## src/cgc_defs.vh

```
`ifndef CGC_DEFS_VH
`define CGC_DEFS_VH

// register byte offsets
`define CGC_OFS_PCLK_SET 8'h10
`define CGC_OFS_PCLK_CLR 8'h14
`define CGC_OFS_PCLK_STATE 8'h18
`define CGC_OFS_USB_PLL 8'h1C
`define CGC_OFS_MAIN_OSC 8'h20
`define CGC_OFS_MEASURE 8'h24
`define CGC_OFS_MAIN_PLL 8'h28
`define CGC_OFS_STATUS 8'h68

// reset values and implemented peripheral mask
`define CGC_RST_USB_PLL 32'h1020_0000
`define CGC_RST_MAIN_OSC 32'h0000_0008
`define CGC_RST_MAIN_PLL 32'h0000_3F00
`define CGC_IMPL_MASK 32'hFFFF_FFFC

// usb pll config fields
`define CGC_UP_EN 16
`define CGC_UP_CNT_LO 20
`define CGC_BIAS_EN 24
`define CGC_BIAS_CNT_LO 28

// main oscillator fields
`define CGC_MO_XT_EN 0
`define CGC_MO_XT_BY 1
`define CGC_MO_RC_EN 3
`define CGC_MO_XT_CNT_LO 8
`define CGC_MO_KEY_LO 16
`define CGC_MO_SEL 24
`define CGC_MO_CFD_EN 25
`define CGC_MO_KEY 8'h37

// measurement fields
`define CGC_MF_VALID 16
`define CGC_MF_WINDOW 5'h10

// main pll fields
`define CGC_PL_DIV_LO 0
`define CGC_PL_CNT_LO 8
`define CGC_PL_OUT_LO 14
`define CGC_PL_MUL_LO 16
`define CGC_PL_BIT29 29

// status fields
`define CGC_ST_XT 0
`define CGC_ST_PLL 1
`define CGC_ST_UPLL 6
`define CGC_ST_BIAS 7
`define CGC_ST_RC 17
`define CGC_ST_CFD 18

// timing
`define CGC_SYS_HZ 250000000
`define CGC_SLOW_HZ 32768
`define CGC_SLOW_DIV (`CGC_SYS_HZ / `CGC_SLOW_HZ)
`define CGC_UP_SCALE 3
`define CGC_XT_SCALE 3
`define CGC_RC_STARTUP 11'h008

`endif

```

## src/cgc_clock_gate_osc_pll.v

```verilog
// Notes on behaviour
// - set register ones enable peripheral clocks
// - clear register ones disable peripheral clocks
// - state register shows enabled peripheral clocks
// - unimplemented peripheral bits are ignored
// - usb pll lock after start-up time
// - usb pll wait is count times eight
// - bias enable, wait equals count plus one slow cycles
// - oscillator write needs key 0x37
// - crystal stable after programmed start-up time
// - bypass sets crystal stable at once
// - clearing enable and bypass drops stable
// - rc stable after its start-up time
// - crystal wait is field times eight
// - select zero rc, one crystal
// - failure detector works only when enabled
// - count main cycles over sixteen slow periods
// - measure valid only with oscillator on
// - divider zero stops, one bypasses, else divides
// - pll lock after lock count following write
// - multiplier zero stops, else times mul plus one
`include "cgc_defs.vh"

module cgc_clock_gate_osc_pll #(
  parameter SLOW_DIV = `CGC_SLOW_DIV,
  parameter [31:0] IMPL_MASK = `CGC_IMPL_MASK
) (
  input wire sys_clk,
  input wire sys_rst,
  input wire psel,
  input wire penable,
  input wire pwrite,
  input wire [7:0] paddr,
  input wire [31:0] pwdata,
  output reg [31:0] prdata,
  output reg pready,
  output reg pslverr,
  input wire mainClkPin,
  output reg [31:0] periphClkEn,
  output reg usbBiasOn,
  output reg usbPllOn,
  output reg xtalOscOn,
  output reg xtalBypassOn,
  output reg rcOscOn,
  output reg mainSrcXtal,
  output reg clkFailDetOn,
  output reg [7:0] pllDivider,
  output reg [10:0] pllMultiplier,
  output reg [1:0] pllFreqRange,
  output reg pllRunning
);

  ////////////////////////////////////////////////////////////////////////////
  // helpers

  // one step of a start-up timer, sticks at zero
  function [10:0] countDown;
    input [10:0] c;
    begin
      countDown = (c == 11'h000) ? 11'h000 : c - 11'h001;
    end
  endfunction

  ////////////////////////////////////////////////////////////////////////////
  // register state

  // reset words, sliced per field so no bits are dropped silently
  localparam [31:0] RST_UP = `CGC_RST_USB_PLL;
  localparam [31:0] RST_PL = `CGC_RST_MAIN_PLL;

  reg [31:0] pclkEn_r; // peripheral gate bits
  reg [3:0] biasCnt_r; // bias start-up field
  reg [3:0] upCnt_r; // usb pll start-up field
  reg usb_bias_enable_r;
  reg upEn_r;
  reg xtEn_r;
  reg xtBy_r;
  reg rcEn_r;
  reg [7:0] xtCnt_r; // crystal start-up field
  reg srcSel_r;
  reg clock_fail_detect_enable_r;
  reg [7:0] plDiv_r;
  reg [5:0] plCnt_r;
  reg [1:0] plOut_r;
  reg [10:0] plMul_r;
  reg plBit29_r; // stored as written, read back only

  // start-up timers with busy and done flags
  reg [10:0] biasTmr_r;
  reg biasBusy_r;
  reg biasRdy_r;
  reg [10:0] upTmr_r;
  reg upBusy_r;
  reg upLock_r;
  reg [10:0] xtTmr_r;
  reg xtBusy_r;
  reg xtStable_r;
  reg [10:0] rcTmr_r;
  reg rcBusy_r;
  reg rcStable_r;
  reg [10:0] plTmr_r;
  reg plBusy_r;
  reg plLock_r;

  // slow clock enable
  reg [31:0] slowDiv_r;
  reg slowTick_r;

  // measurement
  reg syncA_r;
  reg syncB_r;
  reg syncC_r;
  reg mainLvl_r; // filtered level of the main clock pin
  reg [4:0] winCnt_r; // slow periods elapsed in window
  reg [15:0] edgeCnt_r;
  reg [15:0] mainFreq_r;
  reg freqValid_r;
  reg cfdFail_r;

  ////////////////////////////////////////////////////////////////////////////
  // bus decode

  wire access = psel & penable & pready;
  wire wrEn = access & pwrite;
  wire wrSet = wrEn & (paddr == `CGC_OFS_PCLK_SET);
  wire wrClr = wrEn & (paddr == `CGC_OFS_PCLK_CLR);
  wire wrUp = wrEn & (paddr == `CGC_OFS_USB_PLL);
  // a wrong key discards the whole oscillator write
  wire wrMo = wrEn & (paddr == `CGC_OFS_MAIN_OSC) &
    (pwdata[`CGC_MO_KEY_LO+7:`CGC_MO_KEY_LO] == `CGC_MO_KEY);
  wire wrPl = wrEn & (paddr == `CGC_OFS_MAIN_PLL);
  wire mapped = (paddr == `CGC_OFS_PCLK_SET) | (paddr == `CGC_OFS_PCLK_CLR) |
    (paddr == `CGC_OFS_PCLK_STATE) | (paddr == `CGC_OFS_USB_PLL) |
    (paddr == `CGC_OFS_MAIN_OSC) | (paddr == `CGC_OFS_MEASURE) |
    (paddr == `CGC_OFS_MAIN_PLL) | (paddr == `CGC_OFS_STATUS);

  // new enable values on accepted writes, used for edge detection
  wire newUpEn = pwdata[`CGC_UP_EN];
  wire newBiasEn = pwdata[`CGC_BIAS_EN];
  wire newXtEn = pwdata[`CGC_MO_XT_EN];
  wire newRcEn = pwdata[`CGC_MO_RC_EN];
  wire pllStopped = (plMul_r == 11'h000) | (plDiv_r == 8'h00);

  // read mux, reserved bits read zero
  reg [31:0] rdMux;
  always @* begin
    rdMux = 32'h0000_0000;
    case (paddr)
      `CGC_OFS_PCLK_STATE: rdMux = pclkEn_r;
      `CGC_OFS_USB_PLL: begin
        rdMux[`CGC_BIAS_CNT_LO+3:`CGC_BIAS_CNT_LO] = biasCnt_r;
        rdMux[`CGC_BIAS_EN] = usb_bias_enable_r;
        rdMux[`CGC_UP_CNT_LO+3:`CGC_UP_CNT_LO] = upCnt_r;
        rdMux[`CGC_UP_EN] = upEn_r;
      end
      `CGC_OFS_MAIN_OSC: begin
        rdMux[`CGC_MO_CFD_EN] = clock_fail_detect_enable_r;
        rdMux[`CGC_MO_SEL] = srcSel_r;
        rdMux[`CGC_MO_XT_CNT_LO+7:`CGC_MO_XT_CNT_LO] = xtCnt_r;
        rdMux[`CGC_MO_RC_EN] = rcEn_r;
        rdMux[`CGC_MO_XT_BY] = xtBy_r;
        rdMux[`CGC_MO_XT_EN] = xtEn_r;
      end
      `CGC_OFS_MEASURE: begin
        rdMux[`CGC_MF_VALID] = freqValid_r;
        rdMux[15:0] = mainFreq_r;
      end
      `CGC_OFS_MAIN_PLL: begin
        rdMux[`CGC_PL_BIT29] = plBit29_r;
        rdMux[`CGC_PL_MUL_LO+10:`CGC_PL_MUL_LO] = plMul_r;
        rdMux[`CGC_PL_OUT_LO+1:`CGC_PL_OUT_LO] = plOut_r;
        rdMux[`CGC_PL_CNT_LO+5:`CGC_PL_CNT_LO] = plCnt_r;
        rdMux[`CGC_PL_DIV_LO+7:`CGC_PL_DIV_LO] = plDiv_r;
      end
      `CGC_OFS_STATUS: begin
        rdMux[`CGC_ST_XT] = xtStable_r;
        rdMux[`CGC_ST_PLL] = plLock_r;
        rdMux[`CGC_ST_UPLL] = upLock_r;
        rdMux[`CGC_ST_BIAS] = biasRdy_r;
        rdMux[`CGC_ST_RC] = rcStable_r;
        rdMux[`CGC_ST_CFD] = cfdFail_r;
      end
      default: rdMux = 32'h0000_0000;
    endcase
  end

  ////////////////////////////////////////////////////////////////////////////
  // apb slave, one wait state on every access

  always @(posedge sys_clk or posedge sys_rst) begin
    if (sys_rst) begin
      pready <= 1'b0;
      pslverr <= 1'b0;
      prdata <= 32'h0000_0000;
    end else if (psel & penable & ~pready) begin
      // answer one cycle into the access phase
      pready <= 1'b1;
      pslverr <= ~mapped;
      prdata <= pwrite ? 32'h0000_0000 : rdMux;
    end else begin
      pready <= 1'b0;
      pslverr <= 1'b0;
    end
  end

  ////////////////////////////////////////////////////////////////////////////
  // software registers

  always @(posedge sys_clk or posedge sys_rst) begin
    if (sys_rst) begin
      pclkEn_r <= 32'h0000_0000;
      biasCnt_r <= RST_UP[`CGC_BIAS_CNT_LO+3:`CGC_BIAS_CNT_LO];
      upCnt_r <= RST_UP[`CGC_UP_CNT_LO+3:`CGC_UP_CNT_LO];
      usb_bias_enable_r <= 1'b0;
      upEn_r <= 1'b0;
      xtEn_r <= 1'b0;
      xtBy_r <= 1'b0;
      rcEn_r <= 1'b1;
      xtCnt_r <= 8'h00;
      srcSel_r <= 1'b0;
      clock_fail_detect_enable_r <= 1'b0;
      plDiv_r <= 8'h00;
      plCnt_r <= RST_PL[`CGC_PL_CNT_LO+5:`CGC_PL_CNT_LO];
      plOut_r <= 2'h0;
      plMul_r <= 11'h000;
      plBit29_r <= 1'b0;
    end else begin
      // set and clear never touch unimplemented identifiers
      if (wrSet) begin
        pclkEn_r <= pclkEn_r | (pwdata & IMPL_MASK);
      end else if (wrClr) begin
        pclkEn_r <= pclkEn_r & ~(pwdata & IMPL_MASK);
      end
      if (wrUp) begin
        biasCnt_r <= pwdata[`CGC_BIAS_CNT_LO+3:`CGC_BIAS_CNT_LO];
        upCnt_r <= pwdata[`CGC_UP_CNT_LO+3:`CGC_UP_CNT_LO];
        usb_bias_enable_r <= newBiasEn;
        upEn_r <= newUpEn;
      end
      if (wrMo) begin
        xtEn_r <= newXtEn;
        xtBy_r <= pwdata[`CGC_MO_XT_BY];
        rcEn_r <= newRcEn;
        xtCnt_r <= pwdata[`CGC_MO_XT_CNT_LO+7:`CGC_MO_XT_CNT_LO];
        srcSel_r <= pwdata[`CGC_MO_SEL];
        clock_fail_detect_enable_r <= pwdata[`CGC_MO_CFD_EN];
      end
      if (wrPl) begin
        plDiv_r <= pwdata[`CGC_PL_DIV_LO+7:`CGC_PL_DIV_LO];
        plCnt_r <= pwdata[`CGC_PL_CNT_LO+5:`CGC_PL_CNT_LO];
        plOut_r <= pwdata[`CGC_PL_OUT_LO+1:`CGC_PL_OUT_LO];
        plMul_r <= pwdata[`CGC_PL_MUL_LO+10:`CGC_PL_MUL_LO];
        plBit29_r <= pwdata[`CGC_PL_BIT29];
      end
    end
  end

  ////////////////////////////////////////////////////////////////////////////
  // slow clock enable from a divider

  always @(posedge sys_clk or posedge sys_rst) begin
    if (sys_rst) begin
      slowDiv_r <= 32'h0000_0000;
      slowTick_r <= 1'b0;
    end else if (slowDiv_r >= SLOW_DIV - 1) begin
      slowDiv_r <= 32'h0000_0000;
      slowTick_r <= 1'b1;
    end else begin
      slowDiv_r <= slowDiv_r + 32'h0000_0001;
      slowTick_r <= 1'b0;
    end
  end

  ////////////////////////////////////////////////////////////////////////////
  // usb bias and usb pll start-up
  // a load of n reports ready after n+1 slow ticks, so zero still waits one

  always @(posedge sys_clk or posedge sys_rst) begin
    if (sys_rst) begin
      biasTmr_r <= 11'h000;
      biasBusy_r <= 1'b0;
      biasRdy_r <= 1'b0;
    end else if (wrUp & newBiasEn & ~usb_bias_enable_r) begin
      biasTmr_r <= {7'h00, pwdata[`CGC_BIAS_CNT_LO+3:`CGC_BIAS_CNT_LO]};
      biasBusy_r <= 1'b1;
      biasRdy_r <= 1'b0;
    end else if (~usb_bias_enable_r) begin
      biasBusy_r <= 1'b0;
      biasRdy_r <= 1'b0;
    end else if (biasBusy_r & slowTick_r) begin
      biasTmr_r <= countDown(biasTmr_r);
      if (biasTmr_r == 11'h000) begin
        biasBusy_r <= 1'b0;
        biasRdy_r <= 1'b1;
      end
    end
  end

  always @(posedge sys_clk or posedge sys_rst) begin
    if (sys_rst) begin
      upTmr_r <= 11'h000;
      upBusy_r <= 1'b0;
      upLock_r <= 1'b0;
    end else if (wrUp & newUpEn & ~upEn_r) begin
      // restart on each off-to-on edge
      upTmr_r <= {4'h0, pwdata[`CGC_UP_CNT_LO+3:`CGC_UP_CNT_LO], 3'h0};
      upBusy_r <= 1'b1;
      upLock_r <= 1'b0;
    end else if (~upEn_r) begin
      upBusy_r <= 1'b0;
      upLock_r <= 1'b0;
    end else if (upBusy_r & slowTick_r) begin
      upTmr_r <= countDown(upTmr_r);
      if (upTmr_r == 11'h000) begin
        upBusy_r <= 1'b0;
        upLock_r <= 1'b1;
      end
    end
  end

  ////////////////////////////////////////////////////////////////////////////
  // crystal and rc oscillator start-up

  always @(posedge sys_clk or posedge sys_rst) begin
    if (sys_rst) begin
      xtTmr_r <= 11'h000;
      xtBusy_r <= 1'b0;
      xtStable_r <= 1'b0;
    end else if (wrMo & newXtEn & ~xtEn_r) begin
      xtTmr_r <= {pwdata[`CGC_MO_XT_CNT_LO+7:`CGC_MO_XT_CNT_LO], 3'h0};
      xtBusy_r <= 1'b1;
      xtStable_r <= 1'b0;
    end else if (xtBy_r) begin
      // external clock on the input pin, nothing to wait for
      xtBusy_r <= 1'b0;
      xtStable_r <= 1'b1;
    end else if (~xtEn_r) begin
      xtBusy_r <= 1'b0;
      xtStable_r <= 1'b0;
    end else if (xtBusy_r & slowTick_r) begin
      xtTmr_r <= countDown(xtTmr_r);
      if (xtTmr_r == 11'h000) begin
        xtBusy_r <= 1'b0;
        xtStable_r <= 1'b1;
      end
    end
  end

  always @(posedge sys_clk or posedge sys_rst) begin
    if (sys_rst) begin
      // the rc oscillator runs from reset and starts timing at once
      rcTmr_r <= `CGC_RC_STARTUP;
      rcBusy_r <= 1'b1;
      rcStable_r <= 1'b0;
    end else if (wrMo & newRcEn & ~rcEn_r) begin
      rcTmr_r <= `CGC_RC_STARTUP;
      rcBusy_r <= 1'b1;
      rcStable_r <= 1'b0;
    end else if (~rcEn_r) begin
      rcBusy_r <= 1'b0;
      rcStable_r <= 1'b0;
    end else if (rcBusy_r & slowTick_r) begin
      rcTmr_r <= countDown(rcTmr_r);
      if (rcTmr_r == 11'h000) begin
        rcBusy_r <= 1'b0;
        rcStable_r <= 1'b1;
      end
    end
  end

  ////////////////////////////////////////////////////////////////////////////
  // main pll lock, restarted by every write

  always @(posedge sys_clk or posedge sys_rst) begin
    if (sys_rst) begin
      plTmr_r <= 11'h000;
      plBusy_r <= 1'b0;
      plLock_r <= 1'b0;
    end else if (wrPl) begin
      plTmr_r <= {5'h00, pwdata[`CGC_PL_CNT_LO+5:`CGC_PL_CNT_LO]};
      plBusy_r <= 1'b1;
      plLock_r <= 1'b0;
    end else if (pllStopped) begin
      // a stopped pll never reports lock
      plBusy_r <= 1'b0;
      plLock_r <= 1'b0;
    end else if (plBusy_r & slowTick_r) begin
      plTmr_r <= countDown(plTmr_r);
      if (plTmr_r == 11'h000) begin
        plBusy_r <= 1'b0;
        plLock_r <= 1'b1;
      end
    end
  end

  ////////////////////////////////////////////////////////////////////////////
  // main clock measurement and failure detection
  // pin must toggle below a quarter of sys_clk or edges are lost

  wire mainOn = srcSel_r ? (xtEn_r | xtBy_r) : rcEn_r;
  wire mainRise = (syncB_r == syncC_r) & syncC_r & ~mainLvl_r;

  always @(posedge sys_clk or posedge sys_rst) begin
    if (sys_rst) begin
      syncA_r <= 1'b0;
      syncB_r <= 1'b0;
      syncC_r <= 1'b0;
      mainLvl_r <= 1'b0;
    end else begin
      syncA_r <= mainClkPin;
      syncB_r <= syncA_r;
      syncC_r <= syncB_r;
      // level follows only when the last two stages agree
      if (syncB_r == syncC_r) begin
        mainLvl_r <= syncC_r;
      end
    end
  end

  always @(posedge sys_clk or posedge sys_rst) begin
    if (sys_rst) begin
      winCnt_r <= 5'h00;
      edgeCnt_r <= 16'h0000;
      mainFreq_r <= 16'h0000;
      freqValid_r <= 1'b0;
      cfdFail_r <= 1'b0;
    end else if (~mainOn) begin
      winCnt_r <= 5'h00;
      edgeCnt_r <= 16'h0000;
      freqValid_r <= 1'b0;
      cfdFail_r <= 1'b0;
    end else begin
      if (slowTick_r & (winCnt_r == `CGC_MF_WINDOW - 5'h01)) begin
        // window of sixteen slow periods closes
        winCnt_r <= 5'h00;
        edgeCnt_r <= 16'h0000;
        mainFreq_r <= edgeCnt_r;
        freqValid_r <= 1'b1;
        cfdFail_r <= clock_fail_detect_enable_r & (edgeCnt_r == 16'h0000);
      end else begin
        if (slowTick_r) begin
          winCnt_r <= winCnt_r + 5'h01;
        end
        // saturate rather than wrap on a very fast clock
        if (mainRise & (edgeCnt_r != 16'hFFFF)) begin
          edgeCnt_r <= edgeCnt_r + 16'h0001;
        end
        if (~clock_fail_detect_enable_r) begin
          cfdFail_r <= 1'b0;
        end
      end
    end
  end

  ////////////////////////////////////////////////////////////////////////////
  // outputs, all registered

  always @(posedge sys_clk or posedge sys_rst) begin
    if (sys_rst) begin
      periphClkEn <= 32'h0000_0000;
      usbBiasOn <= 1'b0;
      usbPllOn <= 1'b0;
      xtalOscOn <= 1'b0;
      xtalBypassOn <= 1'b0;
      rcOscOn <= 1'b0;
      mainSrcXtal <= 1'b0;
      clkFailDetOn <= 1'b0;
      pllDivider <= 8'h00;
      pllMultiplier <= 11'h000;
      pllFreqRange <= 2'h0;
      pllRunning <= 1'b0;
    end else begin
      periphClkEn <= pclkEn_r;
      usbBiasOn <= usb_bias_enable_r;
      usbPllOn <= upEn_r;
      xtalOscOn <= xtEn_r;
      xtalBypassOn <= xtBy_r;
      rcOscOn <= rcEn_r;
      mainSrcXtal <= srcSel_r;
      clkFailDetOn <= clock_fail_detect_enable_r;
      pllDivider <= plDiv_r;
      pllMultiplier <= plMul_r;
      pllFreqRange <= plOut_r;
      pllRunning <= ~pllStopped;
    end
  end

endmodule // cgc_clock_gate_osc_pll

```

## config.mk

```make
export PLATFORM = sky130hd
export DESIGN_NAME = cgc_clock_gate_osc_pll
export DESIGN_NICKNAME = d
export VERILOG_FILES = /design/src/cgc_clock_gate_osc_pll.v
export VERILOG_INCLUDE_DIRS = /design/src
export SDC_FILE = /design/constraint.sdc
export NUM_CORES = 1
export LEC_CHECK = 0
export ABC_AREA = 1
export BUFFER_PORTS_ARGS = -buffer_cell sky130_fd_sc_hd__buf_2
export CORE_MARGIN = 2
export CORE_UTILIZATION = 59
export CTS_CLUSTER_SIZE = 25
export DETAILED_ROUTE_END_ITERATION = 6
export HOLD_SLACK_MARGIN = 0.08
export PLACE_DENSITY = 0.8
export SYNTH_ARGS = -nofsm -noshare
export SYNTH_HDL_FRONTEND = slang
export SYNTH_SLANG_ARGS = --single-unit
```

## constraint.sdc

```tcl
create_clock -name sys_clk -period 12.28 [get_ports sys_clk]
set_input_delay 2.456 -clock sys_clk [delete_from_list [all_inputs] [get_ports sys_clk]]
set_output_delay 2.456 -clock sys_clk [all_outputs]
set_load 0.02 [all_outputs]
```

* Yosys cells after proc, flatten, opt, wreduce, memory -nomap -nowiden
Index checks and enable logic that the tools add are counted.
Word-level totals: flip-flop bits (word level) 319, bits of input ports 46, output and inout bits 95, word-level logic and storage cells 270
Operators by class: add/subtract/negate cells 8, magnitude comparators 1, eq/ne operators 26, muxes and demuxes 99, bitwise operators 48, reductions and logical operators 31
Operator list (count):
- $mux W11 | 21
- $mux W32 | 4
- $logic_not A11 Y1 | 6
- $sub A11 B1 Y11 const B | 5
- $mux W1 | 52
- $mux W16 | 3
- $add A32 B1 Y32 const B | 1
- $and A32 B32 Y32 | 1
- $eq A8 B5 Y1 const B | 4
- $eq A8 B6 Y1 const B | 4
- $ge A32 B13 Y1 const B | 1
- $not A32 Y32 | 1
- $or A32 B32 Y32 | 1
- $pmux W8 S4 | 1
- $and A1 B1 Y1 | 28
- $ne A3 B1 Y1 const B | 7
- $reduce_and A2 Y1 | 10
- $reduce_bool A2 Y1 | 10
- $add A16 B1 Y16 const B | 1
- $logic_not A16 Y1 | 1
- $ne A16 B16 Y1 const B | 1
- $mux W5 | 3
- $pmux W1 S4 | 3
- $pmux W2 S3 | 2
- other kinds (19) | 42

* Logic depth before layout (Yosys ltp)
depth after elaboration 10, mapped depth 11, depth with buffers taken out 10

* Least setup slack after synthesis
Ideal clock, no wire load.
path kind input port to flip-flop, start input paddr[4], end register rcTmr_r[7], library setup time 119 ps, arrival 3555 ps, required time 12161 ps, slack 8606 ps, cell stages on the path 10, path buffers 2, cells stage by stage inv_1 nand2_1 nor2_4 buf_6 nand2_4 nor2_4 nand3_1 buf_2 nand3_1 nand2_1
On the way: cells in the longest elaborated chain, start to end 7, elaborated cells on any way between the ends 9, classes of those cells 1 x eq/ne; 1 x mux; 4 x bitwise; 3 x reduce/logical
RTL lines:
- start: declaration | RTL line cgc_clock_gate_osc_pll.v:33 | input wire [7:0] paddr,
- $eq A8 B6 Y1 *
- $and A1 B1 Y1 * (2 in a row) | RTL line cgc_clock_gate_osc_pll.v:129 | wire wrMo = wrEn & (paddr == `CGC_OFS_MAIN_OSC) &
- $and A1 B1 Y1 * (2 in a row) | RTL line cgc_clock_gate_osc_pll.v:355 | end else if (wrMo & newRcEn & ~rcEn_r) begin
- $reduce_bool A2 Y1 (no line)
- $reduce_and A2 Y1 (no line)
- end signal: assignment | RTL line cgc_clock_gate_osc_pll.v:352 | rcTmr_r <= `CGC_RC_STARTUP;
- end signal: assignment | RTL line cgc_clock_gate_osc_pll.v:356 | rcTmr_r <= `CGC_RC_STARTUP;
- end signal: assignment | RTL line cgc_clock_gate_osc_pll.v:363 | rcTmr_r <= countDown(rcTmr_r);
- end: declaration | RTL line cgc_clock_gate_osc_pll.v:98 | reg [10:0] rcTmr_r;
Mark *: on every way between the ends. The rest lies on a longest branch, timed or not. A chain may end at the register's enable or synchronous reset.

* Final worst setup path
start input psel, end register prdata[3]
On the way: cells in the longest elaborated chain, start to end 2
RTL lines:
- start: declaration | RTL line cgc_clock_gate_osc_pll.v:30 | input wire psel,
- $and A1 B1 Y1 (2 in a row) | RTL line cgc_clock_gate_osc_pll.v:195 | end else if (psel & penable & ~pready) begin
- end signal: assignment | RTL line cgc_clock_gate_osc_pll.v:199 | prdata <= pwrite ? 32'h0000_0000 : rdMux;
- end: declaration | RTL line cgc_clock_gate_osc_pll.v:35 | output reg [31:0] prdata,
No other way between the ends.

==> metrics.txt <==
post-DP HPWL=24,860 µm; total met2 wirelength after detailed routing=16,830 µm; area of the core=24,110 µm²; mean post-synth cell area=8.374 µm²; setup clock skew after layout=23.89 ps; DRC marker count from the first detailed-route iteration=1,303; # hold bufs at CTS=0; number of standard cells after synthesis=1,716; cell area after layout=16,480 µm²; Wirelength per Cell=16.30 µm; crit path capture=prdata[3]; via count of the first global-routing pass=11,640; setup slack of the worst register-to-register path=9510 ps; fraction of final layout cells with drive strength greater than 1=0.1270; number of slew-limit violations in the final report=0; required time at the endpoint of the critical path=12,740 ps; startpoint class of the critical path=primary input; pin slew with the least headroom to its limit=1081 ps; leakage component of the power=8.621 nW; setup repair after global routing missed its margin=false; Slew HR=0.2757; share of the synthesized area in the top cell type=0.5294; Crit Reg-Reg Endpoint=prdata[3]; floorplan die width=160.1 µm; share of synthesized flip-flops with an asynchronous set or reset=1.000; number of enable-type register cells in the synthesized netlist=0; Routed Antenna Nets=0; fill cell total of the finished layout=1,933; number of optimization iterations in the first detailed-route pass=6; wire length the detailed router placed on met1=15,160 µm; CTS HTree Levels=2; largest cells by area after synthesis=sky130_fd_sc_hd__dfrtp_1 (53%), sky130_fd_sc_hd__nand2_1 (12%), sky130_fd_sc_hd__nand3_1 (7.1%); setup-violating endpoint count in the final report=0; worst vdd ir=0.1204 mV; Chip Height=160.1 µm; compound-cell area share of the yosys netlist=0.07157; routability congestion estimate=0.8957; largest net degree at the start of global routing=172; area occupied by multi-input gates=5487 µm²; depth of the worst register-to-register path=7; final-stage net count=1,923; final worst-path cycle share=0.3621; multiplexer share of the synthesized area=0.0007836; fraction of synthesized cell area in xor and xnor cells=0.02255; launch point of the critical path=psel; Clk pin slew, worst setup/hold paths=60 ps; power per standard cell area=151.0 nW/µm²; Hold/Removal Path Class=register to register; total of warnings raised by yosys=0; Max Cap Viol=0; Sink Count=315; Data arrival, critical path=4910 ps; number of storage elements in the synthesis netlist=315; Adder-Cell Fraction of Synth Area=0.01045; total via count after detailed routing=12,170; area enclosed by the die boundary=25,620 µm²; FF+latch area=7896 µm²; number of buffers inserted by post-CTS setup repair=0; main combinational cell family by area after synthesis=simple AND/OR/NAND/NOR gates; Routed met3 length=2708 µm; highest metal used=met5; sequential cell area fraction in the yosys report=0.5495; most used flip-flop cell after synthesis=sky130_fd_sc_hd__dfrtp_1; Critical R2R Launch=pready; floorplan row count=57; Ports=141; Setup CP Type=primary input to register; global-route usage over all layers=0.2857; Clock Path Buffers=3; via/cell ratio=5.496; Remaining DRCs=0; largest driver fanout on the critical path=34; cell type with the largest total area after synthesis=sky130_fd_sc_hd__dfrtp_1; setup TNS=0 ps; summed instance area of the synthesized netlist=14,370 µm²; top achievable clock speed=224.9 MHz; total of buffers placed on input and output ports=138; Setup crit end kind=register; effective utilization at floorplan=0.5961; simple logic cell fraction of the synthesized area=0.2710; outcome=complete, no violations; GRT Residual Overflow=0; Netlist cell types=49; cell count of the worst hold path=0; clk root buf=sky130_fd_sc_hd__clkbuf_16; Placed Instance Area=15,330 µm²; Layout Area Growth over Synthesis=14.70%; TritonCTS clock tree=yes; count of endpoints failing hold in the final timing report=0; minimum period implied by the final worst setup slack=4447 ps; wirelength, routed=36,110 µm; number of antenna violations at the first check in global routing=1; first-pass GRT wire length=58,720 µm; insertion delay of the later-clocked pin in the worst-skew pair=530 ps; number of CTS-inserted buffers=34; Resized cells post-CTS=0
## worst min-delay path by stage
stage                     startpoint       to  slack [ps]
after CTS                    syncA_r  syncB_r         350
final                        syncA_r  syncB_r         350
after global routing         syncA_r  syncB_r         370
after floorplan              syncA_r  syncB_r         330
after global placement       syncA_r  syncB_r         340
after detailed placement     syncA_r  syncB_r         340
## worst max-delay path: stages
cell and delay, ps:
sky130_fd_sc_hd__buf_2 80, sky130_fd_sc_hd__nand2_1 80, sky130_fd_sc_hd__nor2_1 180, sky130_fd_sc_hd__inv_2 320, sky130_fd_sc_hd__nor2_1 840, sky130_fd_sc_hd__nand3_1 330, sky130_fd_sc_hd__nand2_1 350, sky130_fd_sc_hd__o21ai_0 160
sky130_fd_sc_hd__nand2_1 90
## power by group
part	switching [W]	total [W]	leakage [nW]	internal [W]
logic	0.000186	0.000283	4.17	0.0000977
clock network	0.000422	0.00105	0.564	0.000630
registers	0.0000532	0.00115	3.89	0.00110
total	0.000661	0.00249	8.62	0.00183
## metal layers
layer / GRT usage / up-vias
met5: 0 / -
met4: 0.1220 / 2
met3: 0.05714 / 94
met2: 0.4500 / 484
met1: 0.3907 / 5820
li1: - / 5774
## metrics by stage
stage,total power (W),hold slack (ps),cells,setup WS (ps),util
final,0.002489,346.6,2215,7833,0.6837
after global routing,0.002596,371.6,2214,7646,0.6836
after CTS,0.002499,349.3,2214,7896,0.6836
after detailed placement,0.001447,335.6,2153,7415,0.6358
after global placement,0.001435,336.5,2153,7509,0.6358
after floorplan,0.001375,331.2,1736,1128,-
## flip-flops by register name, summed over array words and instances, names as in the netlist, 2 cells and up, named ones only
register and cells:
edgeCnt_r 16, pllDivider 8, plTmr_r 11, xtCnt_r 8, xtTmr_r 11, rcTmr_r 11, periphClkEn 30, biasTmr_r 11
plCnt_r 6, plDiv_r 8, plMul_r 11, mainFreq_r 16, prdata 32, upTmr_r 11, pllFreqRange 2, biasCnt_r 4
pllMultiplier 11, upCnt_r 4, winCnt_r 5, plOut_r 2, slowDiv_r 32
## cells in the mapped netlist, types with 2 or more instances
cell type                  number
sky130_fd_sc_hd__nor2_1       164
sky130_fd_sc_hd__dfrtp_1      304
sky130_fd_sc_hd__o21a_1         2
sky130_fd_sc_hd__o21bai_1       2
sky130_fd_sc_hd__dfstp_2       11
sky130_fd_sc_hd__buf_2         16
sky130_fd_sc_hd__ha_1          12
sky130_fd_sc_hd__clkbuf_1      22
sky130_fd_sc_hd__o22ai_1        5
sky130_fd_sc_hd__o21ai_2        2
sky130_fd_sc_hd__nor4_1         3
sky130_fd_sc_hd__nand4_1       34
sky130_fd_sc_hd__nor3_1        16
sky130_fd_sc_hd__buf_4          3
sky130_fd_sc_hd__xor2_1        31
sky130_fd_sc_hd__nor2_8         2
sky130_fd_sc_hd__inv_2          8
sky130_fd_sc_hd__o21ai_0      151
sky130_fd_sc_hd__clkinv_1       3
sky130_fd_sc_hd__o21ai_1        7
sky130_fd_sc_hd__nand2_1      449
sky130_fd_sc_hd__nor2_4         4
sky130_fd_sc_hd__nand3b_1       3
sky130_fd_sc_hd__nand3_1      205
sky130_fd_sc_hd__xnor2_1        6
sky130_fd_sc_hd__nand2_4        4
sky130_fd_sc_hd__o211ai_1       9
sky130_fd_sc_hd__buf_6          6
sky130_fd_sc_hd__nand2_2        2
sky130_fd_sc_hd__inv_1        202
sky130_fd_sc_hd__a21oi_1       10
## kinds of logic (layout without fill, tap and decap cells)
logic type               count (synthesis)  count (layout)
XOR/XNOR                                37              37
multiplexers                             1               1
buffers and inverters                  262             416
flip-flops                             315             315
adder cells (fa/ha/maj)                 12              12
other                                    1              22
AO/OA/AOI/OAI                          192             192
AND/OR/NAND/NOR                        896             896
## layout make-up
cell class,instances,area share
multi-input combinational,1159,0.3329
inverter,214,0.04934
tap,324,0.02460
timing repair buffer,141,0.04403
sequential,315,0.4791
clock buffer,45,0.05716
antenna,1,0.0001518
clock inverter,16,0.01275
## placed cells by master, fill, tap and decap left out, types with 9 or more instances in the layout
master,n
sky130_fd_sc_hd__nand2_1,449
sky130_fd_sc_hd__dfrtp_1,304
sky130_fd_sc_hd__nand3_1,205
sky130_fd_sc_hd__inv_1,201
sky130_fd_sc_hd__nor2_1,164
sky130_fd_sc_hd__o21ai_0,151
sky130_fd_sc_hd__buf_2,138
sky130_fd_sc_hd__nand4_1,34
sky130_fd_sc_hd__clkbuf_16,34
sky130_fd_sc_hd__xor2_1,31
sky130_fd_sc_hd__conb_1,21
sky130_fd_sc_hd__nor3_1,16
sky130_fd_sc_hd__ha_1,12
sky130_fd_sc_hd__dfstp_2,11
sky130_fd_sc_hd__a21oi_1,10
sky130_fd_sc_hd__o211ai_1,9
No activity file was read; power rests on OpenSTA's default activity.
